**config.mk**
```make
export PLATFORM = sky130hd
export DESIGN_NAME = fail_reset_supervisor
export DESIGN_NICKNAME = d
export VERILOG_FILES = /design/src/logic/sbc_sup_pkg.sv /design/src/logic/stable_filter.sv /design/src/logic/pattern_gen.sv /design/src/logic/fail_reset_supervisor.sv
export SDC_FILE = /design/constraint.sdc
export NUM_CORES = 1
export LEC_CHECK = 0
export BUFFER_PORTS_ARGS = -buffer_cell sky130_fd_sc_hd__buf_2
export CORE_ASPECT_RATIO = 2
export CORE_MARGIN = 2
export CORE_UTILIZATION = 45
export CTS_BUF_LIST = sky130_fd_sc_hd__clkbuf_8
export CTS_CLUSTER_SIZE = 16
export DETAILED_ROUTE_END_ITERATION = 12
export GPL_ROUTABILITY_DRIVEN = 0
export PLACE_DENSITY = 0.76
export SLEW_MARGIN = 10
export SYNTH_ARGS = -nofsm -noshare
export SYNTH_HDL_FRONTEND = slang
export SYNTH_HIERARCHICAL = 1
export SYNTH_SLANG_ARGS = --single-unit
```
**constraint.sdc**
```tcl
create_clock -name I_CLK -period 2.5 [get_ports I_CLK]
set_clock_uncertainty 0.1 [all_clocks]
set_input_delay 0.125 -clock I_CLK [delete_from_list [all_inputs] [get_ports I_CLK]]
set_output_delay 0.125 -clock I_CLK [all_outputs]
set_load 0.1 [all_outputs]
```
**src/logic/sbc_sup_pkg.sv**
```systemverilog
package sbc_sup_pkg;
  // ----------------------------------------
  // clock and timing
  // ----------------------------------------
  localparam int CLK_HZ = 20_000_000;
  localparam int CLK_NS = 50;
  localparam int TEST_FILT_US = 64;
  localparam int TEST_FILT_CYC = (TEST_FILT_US * 1000 + CLK_NS - 1) / CLK_NS;
  localparam int RF_US = 10;
  localparam int RF_CYC = (RF_US * 1000 + CLK_NS - 1) / CLK_NS;
  localparam int RD_MS = 10;
  localparam int RD_CYC = RD_MS * (CLK_HZ / 1000);
  localparam int BLINK_FREQ_CHZ = 125;
  localparam longint BLINK_CYC_L = longint'(CLK_HZ) * 100 / BLINK_FREQ_CHZ;
  localparam int BLINK_CYC = int'(BLINK_CYC_L);
  localparam int PULSE_FREQ_HZ = 100;
  localparam int PULSE_CYC = CLK_HZ / PULSE_FREQ_HZ;
  localparam int FILT_W = 12;
  localparam int CNT_W = 24;
  typedef logic [FILT_W-1:0] filt_cnt_t;
  typedef logic [CNT_W-1:0] cnt_t;
  // ----------------------------------------
  // device modes as driven by the mode logic
  // ----------------------------------------
  localparam logic [2:0] MODE_INIT = 3'h0;
  localparam logic [2:0] MODE_NORMAL = 3'h1;
  localparam logic [2:0] MODE_STOP = 3'h2;
  localparam logic [2:0] MODE_SLEEP = 3'h3;
  localparam logic [2:0] MODE_RESTART = 3'h4;
  localparam logic [2:0] MODE_FAILSAFE = 3'h5;
  // ----------------------------------------
  // register map and fields
  // ----------------------------------------
  localparam logic [7:0] MODE_CTRL = 8'h00;
  localparam logic [7:0] FAIL_CTRL = 8'h04;
  localparam logic [7:0] PIN_CTRL = 8'h08;
  localparam logic [7:0] STATUS = 8'h0c;
  localparam int MODE_LSB = 0;
  localparam logic [1:0] SOFT_RESET_CODE = 2'h3;
  localparam int FORCE_ON_BIT = 0;
  localparam int DUTY_LSB = 1;
  localparam int SRRO_BIT = 3;
  localparam int UVT_LSB = 4;
  localparam int CFG2_LSB = 0;
  localparam int CFG3_LSB = 3;
  localparam int SW2_BIT = 6;
  localparam int SW3_BIT = 7;
  localparam int ST_FAIL_BIT = 0;
  localparam int ST_DEV_BIT = 1;
  localparam int ST_RO_BIT = 2;
  localparam int ST_FO_BIT = 3;
  localparam int ST_PIN2_BIT = 4;
  localparam int ST_PIN3_BIT = 5;
  localparam logic SRRO_RST = 1'b1;
  localparam logic [1:0] DUTY_RST = 2'h0;
  localparam logic [1:0] UVT_RST = 2'h0;
  localparam logic [2:0] CFG_FO = 3'h0;
  localparam logic [2:0] CFG_OFF = 3'h1;
  localparam logic [2:0] CFG_WAKE = 3'h2;
  localparam logic [2:0] CFG_LS = 3'h3;
  localparam logic [2:0] CFG_HS = 3'h4;
  localparam logic [1:0] DUTY_20 = 2'h0;
  localparam logic [1:0] DUTY_10 = 2'h1;
  localparam logic [1:0] DUTY_5 = 2'h2;
  localparam logic [1:0] DUTY_2P5 = 2'h3;
endpackage

```
**src/logic/stable_filter.sv**
```systemverilog
`timescale 1ns/100ps
module stable_filter #(
  parameter int N = 4,
  parameter logic RST_VAL = 1'b0
) (
  input wire logic i_clk,
  input wire logic i_nrst,
  input wire logic i_level,
  output logic o_level
);
  sbc_sup_pkg::filt_cnt_t cnt;

  // a level must hold n cycles before it is accepted
  always_ff @(posedge i_clk or negedge i_nrst) begin
    if (!i_nrst) begin
      cnt <= '0;
      o_level <= RST_VAL;
    end else if (i_level == o_level) begin
      cnt <= '0;
    end else if (cnt == sbc_sup_pkg::filt_cnt_t'(N - 1)) begin
      o_level <= i_level;
      cnt <= '0;
    end else begin
      cnt <= cnt + sbc_sup_pkg::filt_cnt_t'(1);
    end
  end
endmodule

```
**src/logic/pattern_gen.sv**
```systemverilog
`timescale 1ns/100ps
module pattern_gen #(
  parameter int PERIOD = 4
) (
  input wire logic i_clk,
  input wire logic i_nrst,
  input wire logic i_en,
  input wire sbc_sup_pkg::cnt_t i_on_cnt,
  output logic o_on
);
  sbc_sup_pkg::cnt_t cnt;

  // restarts at phase zero each time it is enabled
  always_ff @(posedge i_clk or negedge i_nrst) begin
    if (!i_nrst) begin
      cnt <= '0;
      o_on <= 1'b0;
    end else if (!i_en) begin
      cnt <= '0;
      o_on <= 1'b0;
    end else begin
      cnt <= (cnt == sbc_sup_pkg::cnt_t'(PERIOD - 1)) ? '0 : cnt + sbc_sup_pkg::cnt_t'(1);
      o_on <= cnt < i_on_cnt;
    end
  end
endmodule

```
**src/logic/fail_reset_supervisor.sv**
```systemverilog
// The implementer's own choices: the register addresses and the AHB-Lite slave port.
`timescale 1ns/100ps
module fail_reset_supervisor #(
  parameter int RD_CYC = sbc_sup_pkg::RD_CYC,
  parameter int BLINK_CYC = sbc_sup_pkg::BLINK_CYC,
  parameter int PULSE_CYC = sbc_sup_pkg::PULSE_CYC
) (
  input wire logic I_CLK,
  input wire logic I_NRST,
  input wire logic I_HSEL,
  input wire logic [31:0] I_HADDR,
  input wire logic [1:0] I_HTRANS,
  input wire logic I_HWRITE,
  input wire logic [2:0] I_HSIZE,
  input wire logic [31:0] I_HWDATA,
  input wire logic I_HREADY,
  output logic O_HREADYOUT,
  output logic O_HRESP,
  output logic [31:0] O_HRDATA,
  input wire logic [2:0] I_SBC_MODE,
  input wire logic I_FAIL_COND,
  input wire logic I_WD_FAIL,
  input wire logic I_UV,
  input wire logic I_BLINKING_FAIL_OUT_I,
  input wire logic I_PULSED_FAIL_OUT_STRAP_PIN_I,
  output logic O_STATIC_FAIL_OUT_O,
  output logic O_STATIC_FAIL_OUT_OE,
  output logic O_BLINKING_FAIL_OUT_O,
  output logic O_BLINKING_FAIL_OUT_OE,
  output logic O_BLINKING_FAIL_OUT_WAKE_EN,
  output logic O_PULSED_FAIL_OUT_STRAP_PIN_O,
  output logic O_PULSED_FAIL_OUT_STRAP_PIN_OE,
  output logic O_PULSED_FAIL_OUT_STRAP_PIN_WAKE_EN,
  output logic O_RESET_OUT_PIN,
  output logic [1:0] O_UV_THRESH_SEL,
  output logic [1:0] O_MODE_REQ,
  output logic O_SOFT_RESET,
  output logic O_DEV_MODE
);
  typedef enum logic [1:0] {RO_HIGH = 2'b01, RO_LOW = 2'b10} ro_state_t;

  logic take;
  logic wr_pend;
  logic rd_pend;
  logic [7:0] addr;
  logic [31:0] rdata;
  logic in_normal;
  logic in_stop;
  logic halt;
  logic wr_mode;
  logic soft_req;
  logic force_on;
  logic [1:0] duty;
  logic srro;
  logic [2:0] cfg2;
  logic [2:0] cfg3;
  logic sw2;
  logic sw3;
  logic failure;
  logic fo_active;
  logic blink_on;
  logic pulse_on;
  sbc_sup_pkg::cnt_t pulse_on_cnt;
  logic test_lvl;
  logic prev_init;
  logic dev_done;
  logic uv_filt;
  logic assert_req;
  ro_state_t ro_state;
  ro_state_t next_ro;
  sbc_sup_pkg::cnt_t dly_cnt;
  sbc_sup_pkg::cnt_t next_dly;

  function automatic logic [2:0] pin_drive(input logic [2:0] cfg, input logic sw, input logic pat,
                                           input logic stop_sw, input logic wake_ok);
    pin_drive = 3'h0;
    case (cfg)
      sbc_sup_pkg::CFG_FO: pin_drive = {1'b0, pat, 1'b0};
      sbc_sup_pkg::CFG_WAKE: pin_drive = {1'b0, 1'b0, wake_ok};
      sbc_sup_pkg::CFG_LS: pin_drive = {1'b0, sw & ~stop_sw, 1'b0};
      sbc_sup_pkg::CFG_HS: pin_drive = {1'b1, sw & ~stop_sw, 1'b0};
      default: pin_drive = 3'h0;
    endcase
  endfunction

  // ----------------------------------------
  // ahb-lite slave
  // ----------------------------------------
  assign take = I_HSEL & I_HTRANS[1] & I_HREADY;
  assign in_normal = I_SBC_MODE == sbc_sup_pkg::MODE_NORMAL;
  assign in_stop = I_SBC_MODE == sbc_sup_pkg::MODE_STOP;
  assign halt = I_SBC_MODE == sbc_sup_pkg::MODE_RESTART || I_SBC_MODE == sbc_sup_pkg::MODE_FAILSAFE;

  // reads take one wait state so a write just before is visible
  always_ff @(posedge I_CLK or negedge I_NRST) begin
    if (!I_NRST) begin
      wr_pend <= 1'b0;
      rd_pend <= 1'b0;
      addr <= 8'h00;
      O_HREADYOUT <= 1'b1;
      O_HRESP <= 1'b0;
    end else begin
      wr_pend <= take & I_HWRITE;
      rd_pend <= take & ~I_HWRITE;
      O_HREADYOUT <= ~(take & ~I_HWRITE);
      O_HRESP <= 1'b0;
      if (take) begin
        addr <= I_HADDR[7:0];
      end
    end
  end

  always_comb begin
    rdata = 32'h0000_0000;
    case (addr)
      sbc_sup_pkg::MODE_CTRL: rdata[sbc_sup_pkg::MODE_LSB +: 2] = O_MODE_REQ;
      sbc_sup_pkg::FAIL_CTRL: begin
        rdata[sbc_sup_pkg::FORCE_ON_BIT] = force_on;
        rdata[sbc_sup_pkg::DUTY_LSB +: 2] = duty;
        rdata[sbc_sup_pkg::SRRO_BIT] = srro;
        rdata[sbc_sup_pkg::UVT_LSB +: 2] = O_UV_THRESH_SEL;
      end
      sbc_sup_pkg::PIN_CTRL: begin
        rdata[sbc_sup_pkg::CFG2_LSB +: 3] = cfg2;
        rdata[sbc_sup_pkg::CFG3_LSB +: 3] = cfg3;
        rdata[sbc_sup_pkg::SW2_BIT] = sw2;
        rdata[sbc_sup_pkg::SW3_BIT] = sw3;
      end
      sbc_sup_pkg::STATUS: begin
        rdata[sbc_sup_pkg::ST_FAIL_BIT] = failure;
        rdata[sbc_sup_pkg::ST_DEV_BIT] = O_DEV_MODE;
        rdata[sbc_sup_pkg::ST_RO_BIT] = O_RESET_OUT_PIN;
        rdata[sbc_sup_pkg::ST_FO_BIT] = fo_active;
        rdata[sbc_sup_pkg::ST_PIN2_BIT] = I_BLINKING_FAIL_OUT_I;
        rdata[sbc_sup_pkg::ST_PIN3_BIT] = I_PULSED_FAIL_OUT_STRAP_PIN_I;
      end
      default: rdata = 32'h0000_0000;
    endcase
  end

  always_ff @(posedge I_CLK or negedge I_NRST) begin
    if (!I_NRST) begin
      O_HRDATA <= 32'h0000_0000;
    end else if (rd_pend) begin
      O_HRDATA <= rdata;
    end
  end

  // ----------------------------------------
  // mode request and soft reset
  // ----------------------------------------
  assign wr_mode = wr_pend && addr == sbc_sup_pkg::MODE_CTRL;
  assign soft_req = wr_mode && I_HWDATA[sbc_sup_pkg::MODE_LSB +: 2] == sbc_sup_pkg::SOFT_RESET_CODE
                    && (in_normal || in_stop);

  always_ff @(posedge I_CLK or negedge I_NRST) begin
    if (!I_NRST) begin
      O_SOFT_RESET <= 1'b0;
      O_MODE_REQ <= 2'h0;
    end else begin
      O_SOFT_RESET <= soft_req;
      if (O_SOFT_RESET) begin
        O_MODE_REQ <= 2'h0;
      end else if (wr_mode && I_HWDATA[sbc_sup_pkg::MODE_LSB +: 2] != sbc_sup_pkg::SOFT_RESET_CODE) begin
        O_MODE_REQ <= I_HWDATA[sbc_sup_pkg::MODE_LSB +: 2];
      end
    end
  end

  // ----------------------------------------
  // configuration, locked outside normal mode
  // ----------------------------------------
  always_ff @(posedge I_CLK or negedge I_NRST) begin
    if (!I_NRST) begin
      force_on <= 1'b0;
      duty <= sbc_sup_pkg::DUTY_RST;
      srro <= sbc_sup_pkg::SRRO_RST;
      O_UV_THRESH_SEL <= sbc_sup_pkg::UVT_RST;
    end else if (O_SOFT_RESET) begin
      force_on <= 1'b0;
      duty <= sbc_sup_pkg::DUTY_RST;
      srro <= sbc_sup_pkg::SRRO_RST;
      O_UV_THRESH_SEL <= sbc_sup_pkg::UVT_RST;
    end else if (wr_pend && addr == sbc_sup_pkg::FAIL_CTRL && in_normal) begin
      force_on <= I_HWDATA[sbc_sup_pkg::FORCE_ON_BIT];
      duty <= I_HWDATA[sbc_sup_pkg::DUTY_LSB +: 2];
      srro <= I_HWDATA[sbc_sup_pkg::SRRO_BIT];
      O_UV_THRESH_SEL <= I_HWDATA[sbc_sup_pkg::UVT_LSB +: 2];
    end
  end

  // register is never touched by mode changes, only by writes and a soft reset
  always_ff @(posedge I_CLK or negedge I_NRST) begin
    if (!I_NRST) begin
      cfg2 <= sbc_sup_pkg::CFG_FO;
      cfg3 <= sbc_sup_pkg::CFG_FO;
      sw2 <= 1'b0;
      sw3 <= 1'b0;
    end else if (O_SOFT_RESET) begin
      cfg2 <= sbc_sup_pkg::CFG_FO;
      cfg3 <= sbc_sup_pkg::CFG_FO;
      sw2 <= 1'b0;
      sw3 <= 1'b0;
    end else if (wr_pend && addr == sbc_sup_pkg::PIN_CTRL && in_normal) begin
      cfg2 <= I_HWDATA[sbc_sup_pkg::CFG2_LSB +: 3];
      cfg3 <= I_HWDATA[sbc_sup_pkg::CFG3_LSB +: 3];
      sw2 <= I_HWDATA[sbc_sup_pkg::SW2_BIT];
      sw3 <= I_HWDATA[sbc_sup_pkg::SW3_BIT];
    end
  end

  // ----------------------------------------
  // failure flag and fail outputs
  // ----------------------------------------
  // a live condition wins over any clear
  always_ff @(posedge I_CLK or negedge I_NRST) begin
    if (!I_NRST) begin
      failure <= 1'b0;
    end else if (I_FAIL_COND) begin
      failure <= 1'b1;
    end else if (O_SOFT_RESET) begin
      failure <= 1'b0;
    end else if (wr_pend && addr == sbc_sup_pkg::STATUS && in_normal && I_HWDATA[sbc_sup_pkg::ST_FAIL_BIT]) begin
      failure <= 1'b0;
    end
  end

  assign fo_active = failure | force_on;

  always_comb begin
    case (duty)
      sbc_sup_pkg::DUTY_20: pulse_on_cnt = sbc_sup_pkg::cnt_t'(PULSE_CYC / 5);
      sbc_sup_pkg::DUTY_10: pulse_on_cnt = sbc_sup_pkg::cnt_t'(PULSE_CYC / 10);
      sbc_sup_pkg::DUTY_5: pulse_on_cnt = sbc_sup_pkg::cnt_t'(PULSE_CYC / 20);
      sbc_sup_pkg::DUTY_2P5: pulse_on_cnt = sbc_sup_pkg::cnt_t'(PULSE_CYC / 40);
      default: pulse_on_cnt = sbc_sup_pkg::cnt_t'(PULSE_CYC / 5);
    endcase
  end

  pattern_gen #(.PERIOD(BLINK_CYC)) blink_gen (
    .i_clk(I_CLK),
    .i_nrst(I_NRST),
    .i_en(fo_active),
    .i_on_cnt(sbc_sup_pkg::cnt_t'(BLINK_CYC / 2)),
    .o_on(blink_on)
  );

  pattern_gen #(.PERIOD(PULSE_CYC)) pulse_gen (
    .i_clk(I_CLK),
    .i_nrst(I_NRST),
    .i_en(fo_active),
    .i_on_cnt(pulse_on_cnt),
    .o_on(pulse_on)
  );

  always_ff @(posedge I_CLK or negedge I_NRST) begin
    if (!I_NRST) begin
      O_STATIC_FAIL_OUT_O <= 1'b0;
      O_STATIC_FAIL_OUT_OE <= 1'b0;
      {O_BLINKING_FAIL_OUT_O, O_BLINKING_FAIL_OUT_OE, O_BLINKING_FAIL_OUT_WAKE_EN} <= 3'h0;
      {O_PULSED_FAIL_OUT_STRAP_PIN_O, O_PULSED_FAIL_OUT_STRAP_PIN_OE, O_PULSED_FAIL_OUT_STRAP_PIN_WAKE_EN} <= 3'h0;
    end else begin
      O_STATIC_FAIL_OUT_O <= 1'b0;
      O_STATIC_FAIL_OUT_OE <= fo_active;
      {O_BLINKING_FAIL_OUT_O, O_BLINKING_FAIL_OUT_OE, O_BLINKING_FAIL_OUT_WAKE_EN} <=
        pin_drive(cfg2, sw2, blink_on, halt, I_SBC_MODE != sbc_sup_pkg::MODE_FAILSAFE);
      {O_PULSED_FAIL_OUT_STRAP_PIN_O, O_PULSED_FAIL_OUT_STRAP_PIN_OE, O_PULSED_FAIL_OUT_STRAP_PIN_WAKE_EN} <=
        pin_drive(cfg3, sw3, pulse_on, halt, I_SBC_MODE != sbc_sup_pkg::MODE_FAILSAFE);
    end
  end

  // ----------------------------------------
  // strap sampling for development mode
  // ----------------------------------------
  stable_filter #(.N(sbc_sup_pkg::TEST_FILT_CYC), .RST_VAL(1'b1)) test_filt (
    .i_clk(I_CLK),
    .i_nrst(I_NRST),
    .i_level(I_PULSED_FAIL_OUT_STRAP_PIN_I),
    .o_level(test_lvl)
  );

  // only a power-up clears dev_done; a soft reset re-enters init without resampling
  always_ff @(posedge I_CLK or negedge I_NRST) begin
    if (!I_NRST) begin
      prev_init <= 1'b1;
      dev_done <= 1'b0;
      O_DEV_MODE <= 1'b0;
    end else begin
      prev_init <= I_SBC_MODE == sbc_sup_pkg::MODE_INIT;
      if (prev_init && I_SBC_MODE != sbc_sup_pkg::MODE_INIT && !dev_done) begin
        O_DEV_MODE <= ~test_lvl;
        dev_done <= 1'b1;
      end
    end
  end

  // ----------------------------------------
  // reset output
  // ----------------------------------------
  stable_filter #(.N(sbc_sup_pkg::RF_CYC), .RST_VAL(1'b0)) uv_filt_i (
    .i_clk(I_CLK),
    .i_nrst(I_NRST),
    .i_level(I_UV),
    .o_level(uv_filt)
  );

  assign assert_req = uv_filt | I_WD_FAIL | (O_SOFT_RESET & srro);

  always_comb begin
    next_ro = ro_state;
    next_dly = dly_cnt;
    case (ro_state)
      RO_HIGH: begin
        if (assert_req) begin
          next_ro = RO_LOW;
          next_dly = '0;
        end
      end
      RO_LOW: begin
        if (assert_req || I_UV) begin
          next_dly = '0;
        end else if (dly_cnt == sbc_sup_pkg::cnt_t'(RD_CYC - 1)) begin
          next_ro = RO_HIGH;
          next_dly = '0;
        end else begin
          next_dly = dly_cnt + sbc_sup_pkg::cnt_t'(1);
        end
      end
      default: begin
        next_ro = RO_LOW;
        next_dly = '0;
      end
    endcase
  end

  always_ff @(posedge I_CLK or negedge I_NRST) begin
    if (!I_NRST) begin
      ro_state <= RO_LOW;
      dly_cnt <= '0;
      O_RESET_OUT_PIN <= 1'b0;
    end else begin
      ro_state <= next_ro;
      dly_cnt <= next_dly;
      O_RESET_OUT_PIN <= next_ro == RO_HIGH;
    end
  end
endmodule

```
; After elaboration in Yosys (flattened, before gate mapping)
; Index checks and enable logic that the tools add are counted.
[word_totals]
regBits = 150
out_inout_bits = 49
inputBits = 82
[op_classes]
reduce_logical = 29
order_cmp = 2
n_mux = 45
addsub = 5
bitwise = 16
eq_ne = 30
[ops]
columns = op, count
row1 = two-way mux 24 bit, 7
row2 = one-hot mux 24 bit (4 select lines), 1
row3 = "adder 24 x 1 -> 24 bit, second input constant", 3
row4 = "equality test 24 x 18 -> 1 bit, second input constant", 2
row5 = two-way mux 12 bit, 4
row6 = one-hot mux 24 bit (2 select lines), 1
row7 = "adder 12 x 1 -> 12 bit, second input constant", 2
row8 = "equality test 24 bit, second input constant", 1
row9 = "< comparator 24 x 23 -> 1 bit, second input constant", 1
row10 = < comparator 24 bit, 1
row11 = one-hot mux 3 bit (4 select lines), 2
row12 = two-way mux 2 bit, 10
row13 = "equality test 8 x 4 -> 1 bit, second input constant", 2
row14 = "equality test 3 x 2 -> 1 bit, second input constant", 5
row15 = logical AND 1 bit, 13
row16 = two-way mux 1 bit, 13
row17 = "equality test 12 x 11 -> 1 bit, second input constant", 1
row18 = "equality test 12 x 8 -> 1 bit, second input constant", 1
row19 = "equality test 3 bit, second input constant", 4
row20 = two-way mux 3 bit, 4
row21 = one-hot mux 4 bit (3 select lines), 1
row22 = zero test 3 bit, 3
row23 = "equality test 2 bit, second input constant", 4
row24 = "equality test 8 x 3 -> 1 bit, second input constant", 1
row25 = other kinds (17), 40

; Logic depth before layout (Yosys ltp)
; Gate-level depths: netlist of the first run.
[logic_depth]
depth_word = 7
depth_mapped = 11
depth_no_buf = 11

; Cells and area by module
; The synthesis of the first run kept the hierarchy.
[modules_own_cells]
columns = module, area_each_um2, instances, cells_each
row1 = fail_reset_supervisor, 3958.8, 1, 397
row2 = pattern_gen (blink_gen), 1815.5, 1, 199
row3 = pattern_gen (pulse_gen), 1786.7, 1, 197
row4 = stable_filter (uv_filt_i), 654.4, 1, 66
row5 = stable_filter (test_filt), 646.9, 1, 60

; Worst setup path after synthesis of the first run
; OpenSTA, ideal clock, no wires.
[synth_timing]
kind = flip-flop to flip-flop
startpoint = register O_SOFT_RESET
endpoint = register dly_cnt[19]
setup_ns = 0.132
arrival_time_ns = 2.170
path_stages_with_launch = 7
slack_ns = 0.097
required_time_ns = 2.268
cell_sequence = dfrtp_1 -> buf_2 -> a211oi_1 -> and2_1 -> nor3_2 -> mux2i_1 -> nor3_1
[synth_via]
elab_chain_len = 5
word_cells_on_any_way = 6
classes_between = 1 x eq/ne / 2 x mux / 2 x bitwise / 1 x reduce/logical
[synth_rtl]
columns = element, line_no
row1 = from (decl), fail_reset_supervisor.sv:37  ; output logic O_SOFT_RESET,
row2 = from (signal assigned), fail_reset_supervisor.sv:161  ; O_SOFT_RESET <= soft_req;
row3 = bitwise AND 1 bit *, fail_reset_supervisor.sv:307  ; assign assert_req = uv_filt | I_WD_FAIL | (O_SOFT_RESET & srro);
row4 = OR 1 bit *, fail_reset_supervisor.sv:307
row5 = logical OR 1 bit, fail_reset_supervisor.sv:320  ; if (assert_req || I_UV) begin
row6 = two-way mux 24 bit, fail_reset_supervisor.sv:320
row7 = one-hot mux 24 bit (2 select lines), fail_reset_supervisor.sv:312  ; case (ro_state)
row8 = to (signal assigned), fail_reset_supervisor.sv:343  ; dly_cnt <= next_dly;
row9 = to (decl), fail_reset_supervisor.sv:71  ; sbc_sup_pkg::cnt_t dly_cnt;
; Every way passes the cells marked *; elsewhere a longest branch is shown, timed or not.
; A chain may end at the register's enable or synchronous reset.

; Worst setup path in the final report of the first run
[layout_timing]
startpoint = register duty[0]
endpoint = register pulse_gen.o_on
[layout_via]
elab_chain_len = 4
word_cells_on_any_way = 7
classes_between = 1 x order compare / 3 x eq/ne / 2 x mux / 1 x reduce/logical
[layout_rtl]
columns = element, line_no
row1 = from (decl), fail_reset_supervisor.sv:53  ; logic [1:0] duty;
row2 = from (signal assigned), fail_reset_supervisor.sv:176  ; duty <= sbc_sup_pkg::DUTY_RST;
row3 = from (signal assigned), fail_reset_supervisor.sv:181  ; duty <= sbc_sup_pkg::DUTY_RST;
row4 = from (signal assigned), fail_reset_supervisor.sv:186  ; duty <= I_HWDATA[sbc_sup_pkg::DUTY_LSB +: 2];
row5 = "equality test 2 bit, or another cell as far along", fail_reset_supervisor.sv:231  ; case (duty)
row6 = one-hot mux 24 bit (4 select lines) *, fail_reset_supervisor.sv:231
row7 = via pulse_on_cnt[15], fail_reset_supervisor.sv:63  ; sbc_sup_pkg::cnt_t pulse_on_cnt;
row8 = < comparator 24 bit *, pattern_gen.sv:23  ; o_on <= cnt < i_on_cnt;
row9 = two-way mux 1 bit *, pattern_gen.sv:18  ; end else if (!i_en) begin
row10 = to (signal assigned), pattern_gen.sv:23
row11 = to (decl), pattern_gen.sv:9  ; output logic o_on
; Mark *: on every way through the listed nets, which the timed path passes. The rest lies on a longest branch. The select of a mux whose other input is x is not followed.

==> flow_metrics.env, run 1 <==
export IMPL_outcome="finished clean"
export IMPL_drive_gt1_frac=0.1635
export IMPL_cts_tree="built"
export IMPL_clock_path_buffers=2
export IMPL_synth_seq_area_share=0.4243
export IMPL_rr_endpoint="pulse_gen/o_on"
export IMPL_maxCapViolations=0
export IMPL_vias=7082
export IMPL_grt_pass1_wl_mm=33.25
export IMPL_drt_pass1_iter_count=4
export IMPL_cp_common_cell="inv_1"
export IMPL_max_stage_delay_ns=0.41
export IMPL_syn_to_final_growth_pct=16.29
export IMPL_row_count=72
export IMPL_hold_viol=0
export IMPL_path_class="flop to flop"
export IMPL_max_freq_ghz=0.4246
export IMPL_core_area_mm2=0.01937
export IMPL_drtIter0Drc=325
export IMPL_total_leakage_power_nw=4.783
export IMPL_grt_max_degree=57
export IMPL_synth_edf_count=0
export IMPL_dpl_cell_area_mm2=0.009529
export IMPL_cp_max_fo=4
export IMPL_path_clk_slew_ns=0.08
export IMPL_die_w_um=103.2
export IMPL_synth_flop_cell="dfrtp_1"
export IMPL_start_kind="flop"
export IMPL_finalCriticalPeriod_ns=2.355
export IMPL_worst_hold_path_num_cells=4
export IMPL_cts_sinks=150
export IMPL_slew_headroom=0.5958
export IMPL_antenna_left=0
export IMPL_slowest_stage="dfrtp_1"
export IMPL_die_area_mm2=0.02090
export IMPL_diodes=0
export IMPL_via_per_inst=5.353
export IMPL_path_cells="inv_2, ha_2, buf_4, inv_1, inv_1, ha_4, a21oi_2, nor2_1, a211oi_2, o2111ai_2, a2111oi_2"
export IMPL_worst_pin_slew_ns=0.6007
export IMPL_ys_warn_count=6
export IMPL_peakVddDrop_mv=0.3044
export IMPL_io_pins=131
export IMPL_drc=0
export IMPL_worstSetupStartpoint="duty[0]"
export IMPL_fillCellCount=1719
export IMPL_hpwl_mm=15.09
export IMPL_htree_levels=4
export IMPL_start_util=0.4576
export IMPL_worstPathRequired_ns=2.74
export IMPL_cp_arrival_ns=2.59
export IMPL_fin_crit_sh=0.9421
export IMPL_synth_seq_cells=150
export IMPL_cp_depth=11
export IMPL_holdWs_ns=0.04686
export IMPL_synth_cell_area_mm2=0.008862
export IMPL_grt_use_total=0.1995
export IMPL_syn_area_per_cell_um2=9.643
export IMPL_die_y_um=202.5
export IMPL_final_area_mm2=0.01031
export IMPL_hold_class="primary input to flop"
export IMPL_drv_slew=0
export IMPL_syn_inst=919
export IMPL_synth_cell_types=79
export IMPL_first_global_vias=7268
export IMPL_setup_viol=0
export IMPL_r2r_slack_ns=0.14
export IMPL_grt_overflow_total=0
export IMPL_critPathTopFamily="compound AO/OA/AOI/OAI gates"
export IMPL_antenna_found_initial=0
export IMPL_port_buffer_count=52
export IMPL_layout_nets=1192
export IMPL_cts_inserted_buffers=17
export IMPL_routedWlPerCell_um=15.17
export IMPL_async_reset_ff_frac=1.000
export IMPL_reg2regPathDepth=11
export IMPL_clk_latency_ns=0.44
export IMPL_worst_path_buf_inv=4
export IMPL_end_kind="flop"
export IMPL_crit_end="pulse_gen/o_on"
export IMPL_wl_mm=20.07
export IMPL_clock_root_buffer="clkbuf_8"
export IMPL_power_density_mw_per_mm2=580.7
export IMPL_reg2reg_from="duty[0]"
-- worst min-delay path: stages --
cell	delay, ns
buf_2	0.08
mux2_2	0.14
a22oi_1	0.06
o22ai_1	0.12
-- worst min-delay path by stage --
stage / endpoint / slack [ns] / startpoint
after floorplan: O_BLINKING_FAIL_OUT_O / -0.27 / I_NRST
after global placement: test_filt/cnt[0] / 0.03 / I_NRST
after detailed placement: test_filt/cnt[1] / 0.03 / I_NRST
after CTS: O_HRDATA[4] / 0.02 / I_BLINKING_FAIL_OUT_I
after global routing: O_HRDATA[4] / 0.05 / I_BLINKING_FAIL_OUT_I
final: O_HRDATA[4] / 0.05 / I_BLINKING_FAIL_OUT_I
-- cells by family after synthesis --
kind of cell,count (synthesis),synth area share
other,2,0.0008474
buffers and inverters,126,0.07087
AOI/OAI and AO/OA,133,0.1026
and+or+nand+nor,360,0.2204
DFF,150,0.4243
xor gates and xnor gates,54,0.05337
muxes,35,0.04433
adders and majority gates,59,0.08330
-- sequential cells by signal, summed over array words and instances, names as in the netlist, 3 cells and up --
register	cells
uv_filt_i/cnt	12
blink_gen/cnt	24
dly_cnt	24
addr	8
pulse_gen/cnt	24
cfg2	3
O_HRDATA	8
cfg3	3
test_filt/cnt	12
-- metrics by stage --
stage                     setup slack [ns]  power [mW]  instances    TNS, ns    util
after detailed placement         -0.008537       3.911       1264  -0.008537  0.4920
after CTS                         0.004241       6.028       1322          0  0.5285
after global routing              -0.06679       6.280       1323   -0.06679  0.5321
final                               0.1447       5.985       1323          0  0.5321
after floorplan                    0.09729       3.652        978          0       -
after global placement             0.06899       3.872       1264          0  0.4920
-- layout make-up --
type / instances / area, um2 / area share
Multi-Input combinational cell: 702 / 4758 / 0.4617
Clock buffer: 18 / 247.7 / 0.02404
Sequential cell: 150 / 3760 / 0.3648
Tap cell: 259 / 324.1 / 0.03144
Inverter: 80 / 300.3 / 0.02914
Clock inverter: 14 / 198.9 / 0.01930
Timing Repair Buffer: 100 / 716.9 / 0.06956
-- cells in the mapped netlist, types with 4 or more instances --
cell type	n	share of area
a21oi_1	35	0.020
or4_1	6	0.0051
mux2i_1	19	0.021
nand2b_1	4	0.0028
nand2_1	55	0.023
a22oi_1	4	0.0034
and4_1	4	0.0040
o22ai_1	8	0.0056
a211oi_1	5	0.0042
and3_1	12	0.0085
nor2b_1	7	0.0049
dfstp_2	5	0.015
o31ai_1	8	0.0068
buf_2	8	0.0045
a21o_1	9	0.0076
o211ai_1	5	0.0042
mux2_2	13	0.017
nand4_1	32	0.023
xor2_1	32	0.032
clkbuf_1	4	0.0017
a2111oi_0	4	0.0040
dfrtp_1	145	0.41
xnor2_1	22	0.022
a22o_1	8	0.0079
inv_1	80	0.034
nor2_1	98	0.042
or3_1	15	0.011
o21ai_0	23	0.013
nor4b_1	5	0.0049
nand3_1	49	0.028
nor2_2	5	0.0035
and2_1	7	0.0049
nor4_1	9	0.0064
nor3_1	19	0.011
buf_4	29	0.025
ha_1	59	0.083
-- cell usage in the layout, fill, tap and decap left out, types with 9 or more instances in the layout --
cell and instances:
mux2i_1 19, or3_1 15, buf_4 20, nor2_1 97
and3_1 12, a21o_1 9, nor4_1 9, conb_1 61
mux2_2 13, inv_1 79, xnor2_1 22, dfrtp_1 145
nand2_1 55, xor2_1 32, dlygate4sd3_1 26, nand4_1 32
o21ai_0 23, nand3_1 49, nor3_1 19, clkbuf_8 18
ha_1 54, a21oi_1 34, buf_2 51
-- metal layers --
layer  GRT usage  part of all wire  vias to the layer above
met4     0.08694             0.038                        0
met5           0                 0                        -
met1      0.2044              0.37                     3460
met2      0.3796              0.57                      154
met3     0.03373             0.029                       50
li1            -                 -                     3418
-- power breakdown --
group / switching (mW) / internal (mW)
clock network: 0.954 / 1.13
registers: 0.252 / 2.58
logic: 0.681 / 0.388
total: 1.89 / 4.10
-- repair_timing --
action,4_1_cts,5_1_grt
hold buffers,26,0
buffers inserted,0,1
resized for setup,0,15
endpoints found under the setup margin,0,1
endpoints found under the hold margin,158,0
Note: power is estimated with default switching activity, not from simulation.
==> run 2, diff against run 1 <==
- SETUP_SLACK_MARGIN: not set -> 0.3
==> run 2 against run 1 <==
- total power is 2.4% lower
- core utilization is 0.55 points higher
- via count is 1.0% higher
- clock power is 9.6% lower
- first-iteration DRC count is 7.1% higher
- global-route usage is 0.37 points higher
- sequential power hardly changed
- routed wire length is 3.0% higher
- setup slack better by 0.15 ns
- cell area is 1.0% higher
- critical path type unchanged
- critical endpoint unchanged
- highest routed layer unchanged
==> flow_metrics.env, run 2 (same netlist as run 1, synthesis figures left out) <==
export IMPL_outcome="finished clean"
export IMPL_cp_max_fo=3
export IMPL_path_class="flop to flop"
export IMPL_crit_end="pulse_gen/o_on"
export IMPL_max_freq_ghz=0.4531
export IMPL_total_leakage_power_nw=4.780
export IMPL_die_y_um=202.5
export IMPL_cp_arrival_ns=2.47
export IMPL_clock_root_buffer="clkbuf_8"
export IMPL_drc=0
export IMPL_reg2reg_from="duty[0]"
export IMPL_hold_viol=0
export IMPL_power_density_mw_per_mm2=561.0
export IMPL_grt_overflow_total=0
export IMPL_htree_levels=4
export IMPL_row_count=72
export IMPL_vias=7154
export IMPL_routedWlPerCell_um=15.58
export IMPL_end_kind="flop"
export IMPL_drtIter0Drc=348
export IMPL_antenna_left=0
export IMPL_hpwl_mm=15.12
export IMPL_clock_path_buffers=2
export IMPL_first_global_vias=7155
export IMPL_hold_class="primary input to flop"
export IMPL_core_area_mm2=0.01937
export IMPL_clk_latency_ns=0.47
export IMPL_rsz0062_at_grt="yes"
export IMPL_finalCriticalPeriod_ns=2.207
export IMPL_final_cell_mix="142 x dfrtp_1, 97 x nor2_1, 78 x inv_1, 61 x conb_1, 54 x nand2_1"
export IMPL_worst_hold_path_num_cells=6
export IMPL_path_clk_slew_ns=0.09
export IMPL_start_kind="flop"
export IMPL_rr_endpoint="pulse_gen/o_on"
export IMPL_worstSetupStartpoint="duty[0]"
export IMPL_start_util=0.4576
export IMPL_io_pins=131
export IMPL_reg2regPathDepth=11
export IMPL_antenna_found_initial=0
export IMPL_cts_sinks=150
export IMPL_grt_pass1_wl_mm=33.16
export IMPL_maxCapViolations=0
export IMPL_drive_gt1_frac=0.1770
export IMPL_via_per_inst=5.391
export IMPL_drt_pass1_iter_count=4
export IMPL_layout_commonest_cell="dfrtp_1"
export IMPL_syn_to_final_growth_pct=17.49
export IMPL_layout_nets=1196
export IMPL_peakVddDrop_mv=0.3880
export IMPL_grt_use_total=0.2032
export IMPL_slew_headroom=0.5937
export IMPL_diodes=0
export IMPL_port_buffer_count=52
export IMPL_die_w_um=103.2
export IMPL_fin_crit_sh=0.8828
export IMPL_setup_tns_final_ns=0
export IMPL_worst_pin_slew_ns=0.6095
export IMPL_r2r_slack_ns=0.29
export IMPL_worstPathRequired_ns=2.76
export IMPL_biggestRegsByFlops="blink_gen/cnt x24, dly_cnt x24, pulse_gen/cnt x24"
export IMPL_drv_slew=0
export IMPL_cts_inserted_buffers=17
export IMPL_grt_max_degree=65
export IMPL_die_area_mm2=0.02090
export IMPL_wl_mm=20.68
export IMPL_cts_tree="built"
export IMPL_p_total_mw=5.842
export IMPL_setup_viol=0
-- run 2: cell count changes in the layout (fill, tap and decap cells not counted), moves of 3 or more --
| cell | delta |
|---|---|
| bufinv_16 | -3 |
| ha_1 | -4 |
| dfrtp_2 | +3 |
| ha_4 | +4 |
| dfrtp_1 | -3 |
| inv_6 | +3 |
-- run 2: area by class of cell --
| type | count | area [um2] |
|---|---|---|
| clock buffers | 19 | 261.5 |
| clock inverters | 13 | 133.9 |
| fillers | 1670 | 8956 |
| inverters | 80 | 302.8 |
| multi-input cells | 702 | 4851 |
| flip-flops and latches | 150 | 3764 |
| well taps | 259 | 324.1 |
| repair buffers | 104 | 775.7 |
-- run 2: how the worst min path moves through the flow --
stage / start / to / slack, ns
after floorplan: I_NRST / O_BLINKING_FAIL_OUT_O / -0.27
after global placement: I_NRST / pulse_gen/cnt[8] / 0.06
after detailed placement: I_NRST / pulse_gen/cnt[8] / 0.06
after CTS: I_WD_FAIL / dly_cnt[6] / 0.02
after global routing: I_BLINKING_FAIL_OUT_I / O_HRDATA[4] / 0.05
final: I_WD_FAIL / dly_cnt[6] / 0.04
-- run 2: through the flow --
step	setup slack, ns	hold slack [ns]	instances	util	instance area [um2]
after CTS	0.2339	0.01503	1325	0.5317	10300
after global routing	0.1777	0.05213	1327	0.5376	10410
after floorplan	0.3011	-0.2706	978	-	9092
after global placement	0.1788	0.05773	1259	0.4912	9513
final	0.2931	0.04275	1327	0.5376	10410
after detailed placement	0.08327	0.06174	1259	0.4912	9513
-- run 2: critical path, stage by stage (launching register included) --
cell	delay, ns
dfrtp_1	0.43
inv_2	0.13
ha_4	0.16
nor2_1	0.05
nor2_1	0.10
inv_1	0.07
ha_2	0.19
a21oi_2	0.11
nor2_1	0.05
a211oi_2	0.22
a2111oi_2	0.12
a2111oi_2	0.36
-- run 2: power by group --
| part | switching (mW) | leakage, nW | internal (mW) |
|---|---|---|---|
| clock | 1.01 | 0.193 | 0.867 |
| sequential | 0.247 | 1.98 | 2.58 |
| combinational | 0.722 | 2.61 | 0.411 |
-- run 2: per-layer routing --
metal  wire, um  vias to the layer above  track usage
met5          0                        -            0
met4        933                        0       0.1095
met3        838                       71      0.04200
met2      11310                      199       0.3680
met1       7589                     3462       0.2113
li1           -                     3422            -
-- run 2: what timing repair did --
action / in CTS / in global routing
gates cloned: 0 / 0
setup buffers: 8 / 2
endpoints found under the hold margin: 133 / 0
gates resized for setup: 13 / 20
endpoints found under the setup margin: 17 / 18
pin swaps: 6 / 10
hold buffers: 26 / 0
